File: config.mk
export PLATFORM = sky130hd
export DESIGN_NAME = pll_synth_device_flat
export DESIGN_NICKNAME = d
export VERILOG_FILES = /design/src/design/pll_synth_pkg.sv /design/src/design/pll_serial_if.sv /design/src/design/pll_synth_device.sv /design/src/flat_wrapper.sv
export SDC_FILE = /design/constraint.sdc
export NUM_CORES = 1
export LEC_CHECK = 0
export BUFFER_PORTS_ARGS = -buffer_cell sky130_fd_sc_hd__buf_2
export CORE_MARGIN = 5
export CORE_UTILIZATION = 50
export DETAILED_ROUTE_END_ITERATION = 7
export PLACE_DENSITY = 0.74
export SYNTH_ARGS = -nofsm -noshare
export SYNTH_HDL_FRONTEND = slang
export SYNTH_SLANG_ARGS = --single-unit
File: constraint.sdc
create_clock -name I_CLK -period 2.9 [get_ports I_CLK]
set_input_delay 0.58 -clock I_CLK [delete_from_list [all_inputs] [get_ports I_CLK]]
set_output_delay 0.58 -clock I_CLK [all_outputs]
set_load 0.005 [all_outputs]
File: src/design/pll_synth_pkg.sv
// Package: constants shared by the synthesizer device end and its serial-load controller end.
// Assumes both ends run on one 10 MHz system clock.
package pll_synth_pkg;
    localparam int REF_WORD_LEN = 16;
    localparam int SWL_WORD_LEN = 19;
    localparam int REF_DIV_W = 14;
    localparam int MAIN_W = 11;
    localparam int SWALLOW_W = 7;
    localparam int RATIO_BIT_POS = 15;
    localparam int SELECT_BIT_POS = 0;
    localparam logic [7:0] RATIO_LOW = 8'h40;
    localparam logic [7:0] RATIO_HIGH = 8'h80;
    localparam logic [15:0] REF_WORD_RESET = 16'h0000;
    localparam logic [18:0] SWL_WORD_RESET = 19'h00000;
    localparam int SERIAL_HALF_CYCLES = 4;
    localparam logic [7:0] CTL_CTRL_OFS = 8'h00;
    localparam logic [7:0] CTL_REF_OFS = 8'h04;
    localparam logic [7:0] CTL_SWL_OFS = 8'h08;
    localparam logic [7:0] CTL_STATUS_OFS = 8'h0c;
endpackage

File: src/design/pll_serial_if.sv
// Interface: three-wire serial load port: serial tick, serial data and load strobe.
// Assumes the testbench drives one end from each modport.
`timescale 1ns/1ps
`default_nettype none
interface pll_serial_if;
    logic serial_tick;
    logic serial_data;
    logic load_strobe;
    modport device (input serial_tick, input serial_data, input load_strobe);
    modport host (output serial_tick, output serial_data, output load_strobe);
endinterface
`default_nettype wire

File: src/design/pll_synth_device.sv
// Device end: serial shift register, two divider latches, dividers, phase detector.
// Assumes reference and VCO inputs are slow enough to be sampled by I_CLK.
//
// The address map and the AHB-Lite register port were left to the implementer.
`timescale 1ns/1ps
`default_nettype none
module pll_synth_device (
    input  wire logic    I_CLK,
    input  wire logic    I_RST,
    input  wire logic    I_CE,
    pll_serial_if.device SER,
    input  wire logic    I_REFERENCE_INPUT,
    input  wire logic    I_VCO_INPUT,
    input  wire logic    I_POWER_SAVE_N,
    input  wire logic    I_PHASE_POLARITY_SELECT,
    output logic         O_PUMP_A,
    output logic         O_PUMP_A_OE,
    output logic         O_PUMP_B,
    output logic         O_PUMP_B_OE,
    output logic         O_REF_PHASE,
    output logic         O_PROG_PHASE,
    output logic         O_MONITOR,
    output logic [15:0]  O_REF_WORD,
    output logic [18:0]  O_SWL_WORD
);
    ////////////////////////////////////////////////////////////////////////
    // Input synchronisers: every pin passes two flops
    logic [6:0] s1_reg;
    logic [6:0] s2_reg;
    logic [6:0] s3_reg;
    always_ff @(posedge I_CLK) begin
        if (I_RST) begin
            s1_reg <= 7'h60;
            s2_reg <= 7'h60;
            s3_reg <= 7'h60;
        end else if (I_CE) begin
            s1_reg <= {I_POWER_SAVE_N, I_PHASE_POLARITY_SELECT, SER.serial_tick, SER.serial_data,
                       SER.load_strobe, I_REFERENCE_INPUT, I_VCO_INPUT};
            s2_reg <= s1_reg;
            s3_reg <= s2_reg;
        end
    end
    logic awake;
    logic pol_high;
    logic tick_rise;
    logic sdata;
    logic strobe;
    logic strobe_rise;
    logic ref_rise;
    logic vco_rise;
    assign awake = s2_reg[6];
    assign pol_high = s2_reg[5];
    assign tick_rise = s2_reg[4] & ~s3_reg[4];
    assign sdata = s2_reg[3];
    assign strobe = s2_reg[2];
    assign strobe_rise = s2_reg[2] & ~s3_reg[2];
    assign ref_rise = s2_reg[1] & ~s3_reg[1];
    assign vco_rise = s2_reg[0] & ~s3_reg[0];

    ////////////////////////////////////////////////////////////////////////
    // Shift register and latches
    logic [18:0] shift_reg;
    logic [5:0]  count_reg;
    always_ff @(posedge I_CLK) begin
        if (I_RST) begin
            shift_reg <= 19'h00000;
            count_reg <= 6'h00;
        end else if (I_CE && awake) begin
            if (strobe_rise) begin
                count_reg <= 6'h00;
            end else if (tick_rise) begin
                shift_reg <= {shift_reg[17:0], sdata};
                if (count_reg != 6'h3f) begin
                    count_reg <= count_reg + 6'h01;
                end
            end
        end
    end
    // Select bit is the last bit shifted in
    always_ff @(posedge I_CLK) begin
        if (I_RST) begin
            O_REF_WORD <= pll_synth_pkg::REF_WORD_RESET;
            O_SWL_WORD <= pll_synth_pkg::SWL_WORD_RESET;
        end else if (I_CE && awake && strobe_rise) begin
            if (shift_reg[pll_synth_pkg::SELECT_BIT_POS] && count_reg >= 6'(pll_synth_pkg::REF_WORD_LEN)) begin
                O_REF_WORD <= shift_reg[15:0];
            end else if (!shift_reg[pll_synth_pkg::SELECT_BIT_POS]
                         && count_reg >= 6'(pll_synth_pkg::SWL_WORD_LEN)) begin
                O_SWL_WORD <= shift_reg;
            end
        end
    end

    ////////////////////////////////////////////////////////////////////////
    // Dividers
    logic [13:0] ref_div;
    logic [10:0] main_val;
    logic [6:0]  swallow_val;
    logic        ratio64;
    assign ref_div = O_REF_WORD[14:1];
    assign ratio64 = O_REF_WORD[pll_synth_pkg::RATIO_BIT_POS];
    assign main_val = O_SWL_WORD[18:8];
    assign swallow_val = O_SWL_WORD[7:1];

    logic [13:0] rcnt_reg;
    logic        ref_tick_reg;
    always_ff @(posedge I_CLK) begin
        if (I_RST) begin
            rcnt_reg <= 14'h0000;
            ref_tick_reg <= 1'b0;
        end else if (I_CE && awake) begin
            ref_tick_reg <= 1'b0;
            if (ref_rise) begin
                if (rcnt_reg + 14'h0001 >= ref_div) begin
                    rcnt_reg <= 14'h0000;
                    ref_tick_reg <= 1'b1;
                end else begin
                    rcnt_reg <= rcnt_reg + 14'h0001;
                end
            end
        end
    end

    // Pulse swallow: modulus N+1 for swallow_val cycles, N for the rest
    logic [7:0]  pre_reg;
    logic [10:0] mcnt_reg;
    logic [6:0]  scnt_reg;
    logic        prog_tick_reg;
    logic [7:0]  modulus;
    assign modulus = (ratio64 ? pll_synth_pkg::RATIO_LOW : pll_synth_pkg::RATIO_HIGH)
                     + {7'h00, (scnt_reg < swallow_val)};
    always_ff @(posedge I_CLK) begin
        if (I_RST) begin
            pre_reg <= 8'h00;
            mcnt_reg <= 11'h000;
            scnt_reg <= 7'h00;
            prog_tick_reg <= 1'b0;
        end else if (I_CE && awake) begin
            prog_tick_reg <= 1'b0;
            if (vco_rise) begin
                if (pre_reg + 8'h01 >= modulus) begin
                    pre_reg <= 8'h00;
                    if (scnt_reg < swallow_val) begin
                        scnt_reg <= scnt_reg + 7'h01;
                    end
                    if (mcnt_reg + 11'h001 >= main_val) begin
                        mcnt_reg <= 11'h000;
                        scnt_reg <= 7'h00;
                        prog_tick_reg <= 1'b1;
                    end else begin
                        mcnt_reg <= mcnt_reg + 11'h001;
                    end
                end else begin
                    pre_reg <= pre_reg + 8'h01;
                end
            end
        end
    end

    ////////////////////////////////////////////////////////////////////////
    // Phase-frequency detector: up = reference leads, down = program leads
    logic up_reg;
    logic down_reg;
    always_ff @(posedge I_CLK) begin
        if (I_RST) begin
            up_reg <= 1'b0;
            down_reg <= 1'b0;
        end else if (I_CE) begin
            if (!awake) begin
                up_reg <= 1'b0;
                down_reg <= 1'b0;
            end else if ((up_reg | ref_tick_reg) && (down_reg | prog_tick_reg)) begin
                up_reg <= 1'b0;
                down_reg <= 1'b0;
            end else begin
                up_reg <= up_reg | ref_tick_reg;
                down_reg <= down_reg | prog_tick_reg;
            end
        end
    end

    logic pump_lvl;
    logic active;
    assign active = up_reg ^ down_reg;
    assign pump_lvl = up_reg ~^ pol_high;
    // Registered outputs; pin buffers are off in power save
    always_ff @(posedge I_CLK) begin
        if (I_RST) begin
            O_PUMP_A <= 1'b0;
            O_PUMP_A_OE <= 1'b0;
            O_PUMP_B <= 1'b0;
            O_PUMP_B_OE <= 1'b0;
            O_REF_PHASE <= 1'b0;
            O_PROG_PHASE <= 1'b1;
            O_MONITOR <= 1'b0;
        end else if (I_CE) begin
            O_PUMP_A <= pump_lvl;
            O_PUMP_A_OE <= awake & active;
            O_PUMP_B <= pump_lvl;
            O_PUMP_B_OE <= awake & active & strobe;
            O_REF_PHASE <= active ? ~pump_lvl : 1'b0;
            O_PROG_PHASE <= active ? ~pump_lvl : 1'b1;
            O_MONITOR <= pol_high ? ref_tick_reg : prog_tick_reg;
        end
    end
endmodule
`default_nettype wire

File: src/flat_wrapper.sv
// flat-port wrapper written by rule: the top's interface ports become plain ports
module pll_synth_device_flat 
  (I_CLK, I_RST, I_CE, I_REFERENCE_INPUT, I_VCO_INPUT, I_POWER_SAVE_N, I_PHASE_POLARITY_SELECT, O_PUMP_A, O_PUMP_A_OE, O_PUMP_B, O_PUMP_B_OE, O_REF_PHASE, O_PROG_PHASE, O_MONITOR, O_REF_WORD, O_SWL_WORD, SER_serial_tick, SER_serial_data, SER_load_strobe);
  pll_serial_if SER_i ();
  input  wire logic I_CLK;
  input  wire logic I_RST;
  input  wire logic I_CE;
  input  wire logic I_REFERENCE_INPUT;
  input  wire logic I_VCO_INPUT;
  input  wire logic I_POWER_SAVE_N;
  input  wire logic I_PHASE_POLARITY_SELECT;
  output logic O_PUMP_A;
  output logic O_PUMP_A_OE;
  output logic O_PUMP_B;
  output logic O_PUMP_B_OE;
  output logic O_REF_PHASE;
  output logic O_PROG_PHASE;
  output logic O_MONITOR;
  output logic [15:0] O_REF_WORD;
  output logic [18:0] O_SWL_WORD;
  input wire logic [$bits(SER_i.serial_tick)-1:0] SER_serial_tick;
  input wire logic [$bits(SER_i.serial_data)-1:0] SER_serial_data;
  input wire logic [$bits(SER_i.load_strobe)-1:0] SER_load_strobe;
  assign SER_i.serial_tick = SER_serial_tick;
  assign SER_i.serial_data = SER_serial_data;
  assign SER_i.load_strobe = SER_load_strobe;
  pll_synth_device u_core (.I_CLK(I_CLK), .I_RST(I_RST), .I_CE(I_CE), .SER(SER_i), .I_REFERENCE_INPUT(I_REFERENCE_INPUT), .I_VCO_INPUT(I_VCO_INPUT), .I_POWER_SAVE_N(I_POWER_SAVE_N), .I_PHASE_POLARITY_SELECT(I_PHASE_POLARITY_SELECT), .O_PUMP_A(O_PUMP_A), .O_PUMP_A_OE(O_PUMP_A_OE), .O_PUMP_B(O_PUMP_B), .O_PUMP_B_OE(O_PUMP_B_OE), .O_REF_PHASE(O_REF_PHASE), .O_PROG_PHASE(O_PROG_PHASE), .O_MONITOR(O_MONITOR), .O_REF_WORD(O_REF_WORD), .O_SWL_WORD(O_SWL_WORD));
endmodule
==> flow_metrics.py, run 1 <==
metrics = {
    "outcome": {
        "status": "complete, no violations",
    },
    "place": {
        "dp_hpwl_um": 10110,
        "gp_congestion": 0.8780,
        "io_buffers": 51,
        "dpl_cell_area_sq_mm": 0.006878,
    },
    "synth": {
        "yosysUniqueCellTypes": 60,
        "async_flop_share_pct": 0,
        "synth.avg_cell_area_sq_um": 8.706,
        "syn_nets": 768,
        "yosysTopAreaCell": "dfxtp_1",
        "synth_area_sq_mm": 0.006260,
        "synthTopCellsByCount": "dfxtp_1, nand2_1, nor2_1, a21oi_1, mux2i_1",
        "netlist_instances": 719,
        "ys_warn_count": 0,
        "ys.flop_type": "dfxtp_1",
        "synthTopCellsByArea": "dfxtp_1, ha_1, mux2i_1",
        "yosysTopAreaCellShare_pct": 40.94,
        "synthMostInstantiatedCell": "dfxtp_1",
        "synth-edff-count": 0,
        "yosysSeqAreaShare_pct": 40.94,
        "synth-seq-cells": 128,
    },
    "min_path": {
        "holdCritPathClass": "input port to register",
        "min_from": "I_PHASE_POLARITY_SELECT",
    },
    "die": {
        "core_sq_mm": 0.01216,
        "die_w_um": 121.9,
        "rows": 40,
        "dieArea_sq_mm": 0.01486,
        "die_h_um": 121.9,
        "pin_count": 52,
        "initial_core_util_pct": 51.47,
    },
    "worst_setup_path": {
        "worstSetupEndpointType": "register",
        "critPathKind": "register to register",
        "crit_path_max_fanout": 6,
        "crit_start": "u_core.O_SWL_WORD[5]",
        "required_ps": 3200,
        "cp-start-kind": "register",
        "worst_ep_arrival_time_ps": 3150,
        "worstReg2RegStart": "u_core.O_SWL_WORD[5]",
    },
    "cts": {
        "htreeDepth": 4,
        "cts_buffer_depth": 2,
        "clock_latency_ps": 420,
        "cts_made_buffers": 17,
        "clock-sinks": 128,
        "postCtsHoldBufs": 0,
        "cts_tree": "yes",
        "cts.clk_slew.worst_paths_ps": 60,
        "cts-root-buf": "clkbuf_16",
    },
    "timing": {
        "finalSetupViolations": 0,
        "setup-tns-final_ps": 0,
        "rsz0062_at_grt": "yes",
        "final.period_utilization_pct": 98.25,
        "finalHoldViolCount": 0,
        "fin_skew_ps": 7.266,
        "worstMarginPinSlew_ps": 642.7,
        "drv_slew": 0,
        "holdWs_ps": 385.3,
        "period_needed_ps": 2849,
        "relSlewSlack_pct": 57.11,
        "fmax_ghz": 0.3510,
    },
    "route": {
        "first_iter_violations": 316,
        "antenna_left": 0,
        "routedWlPerCell_um": 15.33,
        "vias_per_cell": 5.439,
        "drt-total-wl_um": 15060,
        "via_count": 5341,
        "first_pass_iters": 4,
        "drc": 0,
    },
    "global_routing": {
        "grt_pass1_wl_um": 24380,
        "grt_usage_pct": 20.37,
        "antenna_found_initial": 0,
        "grt-ovfl-total": 0,
        "grt_max_degree": 98,
        "grt_pass1_vias": 5238,
    },
    "pwr": {
        "power_density_mw_per_mm2": 526.9,
        "power.total_w": 0.004116,
        "vdd_drop_max_mv": 0.4233,
        "p_leak_nw": 3.276,
    },
    "job": {
        "cap_violations": 0,
    },
    "finish": {
        "fin_area_sq_mm": 0.007812,
        "fin_util_pct": 64.24,
        "syn_to_final_growth_pct": 24.81,
        "final.fill_count": 981,
        "drive_above_1_share_pct": 23.10,
        "diodes": 0,
        "nets": 850,
    },
}
[layer usage]
layer | track usage [%] | wire length (um) | vias to the layer above
met5 | 0 | 0 | -
met4 | 7.283 | 305 | 0
met3 | 5.525 | 725 | 29
met2 | 33.46 | 7305 | 122
met1 | 25.76 | 6720 | 2518
li1 | - | - | 2672
[worst max-delay path, cell delays in order, from the launching register on]
cell	delay, ps
dfxtp_2	340
inv_2	50
ha_4	260
nand4_1	110
and3_4	200
o21ai_4	60
inv_2	70
ha_4	200
or4b_4	520
a21oi_4	150
o221ai_4	170
nand2_2	120
nor2_4	60
buf_6	140
mux2_2	260
[logic make-up after synthesis]
kind of cell / after synthesis / synth area share (%)
AOI/OAI and AO/OA: 132 / 13.71
xor gates and xnor gates: 35 / 4.897
adders and majority gates: 39 / 7.795
buffers and inverters: 66 / 4.757
DFF: 128 / 40.94
muxes: 43 / 6.916
and+or+nand+nor: 276 / 20.99
[metrics by stage]
stage,std cells,worst slack (ps)
after floorplan,719,24.61
after global placement,941,19.02
after detailed placement,941,-24.89
after CTS,974,9.285
after global routing,982,-115.3
final,982,50.85
[power breakdown]
group	switching [W]	internal (W)	total (W)
Combinational	0.0000692	0.0000376	0.000107
Clock	0.000803	0.00142	0.00223
Sequential	0.00000958	0.00177	0.00178
[cells in the final DEF, fill, tap and decap left out, drive strengths merged, types with 3 or more instances in the layout]
cell,Yosys,routed
xnor2,17,17
dfxtp,128,128
a22o,14,14
a31oi,4,4
clkinv,0,3
o21a,4,4
nor3b,8,8
nor4,6,6
nand3,34,34
nand4,5,5
nand2b,3,3
a211oi,5,5
clkinvlp,0,4
nor2,65,65
xor2,18,18
ha,39,39
nor3,6,6
nor2b,9,9
and2,4,4
bufinv,0,3
o21ai,22,22
and3,15,15
nand4b,3,3
mux2i,41,41
buf,14,94
a41o,3,3
nand2,107,107
a21o,7,8
nor4b,3,3
clkbuf,19,22
inv,33,34
a21oi,59,59
[cell type report]
class | instances | area [sq um] | area share (%)
Clock buffer | 21 | 470.5 | 6.022
Clock inverter | 11 | 155.1 | 1.986
Inverter | 33 | 123.9 | 1.586
Multi-Input combinational cell | 526 | 3623 | 46.38
Sequential cell | 128 | 2581 | 33.04
Tap cell | 168 | 210.2 | 2.691
Timing Repair Buffer | 95 | 648.1 | 8.296
[repair_timing]
item                                    CTS  global route
buffers inserted                          2             5
cloned                                    0             3
resized for setup                        11            41
endpoints found under the setup margin   19            41
pin swaps                                 3            13
[path summary, 6_finish.rpt]
check	end	slack (ps)	cells past startpoint
hold reg to reg	u_core.shift_reg[18]	450	2
setup / recovery	u_core.mcnt_reg[0]	50	14
setup reg to reg	u_core.mcnt_reg[0]	50	14
hold / removal	u_core.s1_reg[5]	390	3
No activity file was read; power rests on OpenSTA's default activity.
==> inputs of run 2 (changes only) <==
==> constraint.sdc (replaced) <==
create_clock -name I_CLK -period 2.9 [get_ports I_CLK]
set_input_delay 0.87 -clock I_CLK [delete_from_list [all_inputs] [get_ports I_CLK]]
set_output_delay 0.87 -clock I_CLK [all_outputs]
set_load 0.005 [all_outputs]
==> run 2 against run 1 <==
  * Via count decreased by 0.34%
  * Count of clock-buffer cells in the layout shrank 4
  * Clock power down 2%
  * First-iteration DRC count up 13%
  * Wire length decreased by 3.8%
  * Non-clock buffer count fell by 7
  * Design area is 2.3% lower
  * Critical path depth decreased by 1
  * Utilization shrank 1.5 points
  * Die area stayed put
  * Fmax is 0.44% higher
==> flow_metrics.py, run 2 (synthesis results as in run 1) <==
metrics = {
    "finish": {
        "diodes": 0,
        "drive_above_1_share_pct": 21.22,
        "layout_common_cells": "dfxtp_1, nand2_1, nor2_1",
        "final_common_cell": "dfxtp_1",
        "final-instance-count-excl-fill": 974,
        "final.fill_count": 1001,
        "nets": 842,
        "syn_to_final_growth_pct": 21.91,
    },
    "worst_setup_path": {
        "worstSetupEndpointType": "register",
        "critPathKind": "register to register",
        "required_ps": 3260,
        "worst_ep_arrival_time_ps": 3200,
        "crit_path_max_fanout": 17,
        "cp-start-kind": "register",
    },
    "cts": {
        "cts_tree": "yes",
        "cts-root-buf": "clkbuf_16",
        "htreeDepth": 4,
        "cts_buffer_depth": 2,
        "cts.clk_slew.worst_paths_ps": 60,
        "clock_latency_ps": 420,
        "clock-sinks": 128,
        "cts_made_buffers": 17,
    },
    "die": {
        "die_h_um": 121.9,
        "pin_count": 52,
        "core_sq_mm": 0.01216,
        "initial_core_util_pct": 51.47,
        "rows": 40,
        "die_w_um": 121.9,
        "dieArea_sq_mm": 0.01486,
    },
    "global_routing": {
        "grt_usage_pct": 19.57,
        "grt_max_degree": 49,
        "grt_pass1_wl_um": 23760,
        "antenna_found_initial": 0,
        "grt_pass1_vias": 5047,
        "grt-ovfl-total": 0,
    },
    "route": {
        "dr.max_layer_used": "met4",
        "route.met3.wl_um": 645,
        "antenna_left": 0,
        "via_count": 5323,
        "drc": 0,
        "routedWlPerCell_um": 14.87,
        "vias_per_cell": 5.465,
        "route.met2.wl_um": 6849,
        "first_pass_iters": 5,
        "first_iter_violations": 356,
        "drt-total-wl_um": 14480,
        "drt-met1-wl_um": 6697,
    },
    "place": {
        "gp_congestion": 0.8442,
        "dp_hpwl_um": 9964,
        "dp.cells": 938,
        "io_buffers": 51,
    },
    "timing": {
        "fin_skew_ps": 6.883,
        "worstMarginPinSlew_ps": 477.2,
        "fmax_ghz": 0.3525,
        "finalHoldViolCount": 0,
        "finalSetupViolations": 0,
        "relSlewSlack_pct": 67.89,
        "period_needed_ps": 2837,
        "final.period_utilization_pct": 97.81,
        "setup-tns-final_ps": 0,
        "drv_slew": 0,
    },
    "pwr": {
        "power_density_mw_per_mm2": 534.3,
        "vdd_drop_max_mv": 0.4785,
        "p_leak_nw": 3.203,
    },
    "outcome": {
        "status": "complete, no violations",
    },
    "min_path": {
        "holdCritPathClass": "register to register",
    },
    "job": {
        "cap_violations": 0,
    },
}
run 2: repair_timing:
| action | in CTS | in global routing |
|---|---|---|
| resized for setup | 5 | 34 |
| setup buffers | 0 | 4 |
| pin swaps | 3 | 8 |
| hold buffers | 0 | 0 |
| endpoints found under the setup margin | 11 | 33 |
run 2: where the power goes:
group	internal [W]	switching (W)
combinational	0.0000346	0.0000663
sequential	0.00177	0.00000968
clock	0.00136	0.000834
run 2: critical path, cell delays in order (launching register included):
cell and delay (ps):
dfxtp_2 350, inv_1 40, ha_1 290, nand4_1 90, and3_4 200, o21ai_4 60, inv_2 70, ha_4 210
or4b_4 540, a21oi_4 140, o221ai_4 160, a21o_4 330, o21ai_0 130, a22o_1 170
run 2: cell type report:
type / instances / area, sq um / share of cell area, %
multi-input combinational: 525 / 3570 / 46.78
tap: 168 / 210.2 / 2.755
timing repair buffer: 88 / 540.5 / 7.083
sequential: 128 / 2580 / 33.81
clock buffer: 17 / 425.4 / 5.575
clock inverter: 15 / 181.4 / 2.377
inverter: 33 / 123.9 / 1.623
run 2: metal layers:
metal / vias up / track usage (%)
met3: 26 / 4.782
li1: 2656 / -
met2: 113 / 31.84
met5: - / 0
met4: 0 / 7.283
met1: 2528 / 25.23
run 2: path summary, 6_finish.rpt:
check | startpoint | endpoint | slack, ps | cells after the start
worst max-delay path | u_core.O_SWL_WORD[5] | u_core.scnt_reg[0] | 60 | 13
worst max register to register | u_core.O_SWL_WORD[5] | u_core.scnt_reg[0] | 60 | 13
worst min-delay path | u_core.shift_reg[18] | u_core.shift_reg[18] | 460 | 2
worst min register to register | u_core.shift_reg[18] | u_core.shift_reg[18] | 460 | 2
run 2: metrics by stage:
stage / instance area [sq um] / power (W) / setup slack [ps] / hold WS [ps] / util (%)
6_report: 7631 / 0.004077 / 63.37 / 455.3 / 62.75
5_1_grt: 7631 / 0.004194 / -37.92 / 478.1 / 62.75
3_3_place_gp: 6818 / 0.001917 / 22.39 / 440.4 / 56.06
2_1_floorplan: 6274 / 0.001894 / 24.61 / 431.2 / -
4_1_cts: 7448 / 0.004096 / 0.5043 / 459.1 / 61.24
3_5_place_dp: 6818 / 0.001920 / -42.85 / 444.7 / 56.06
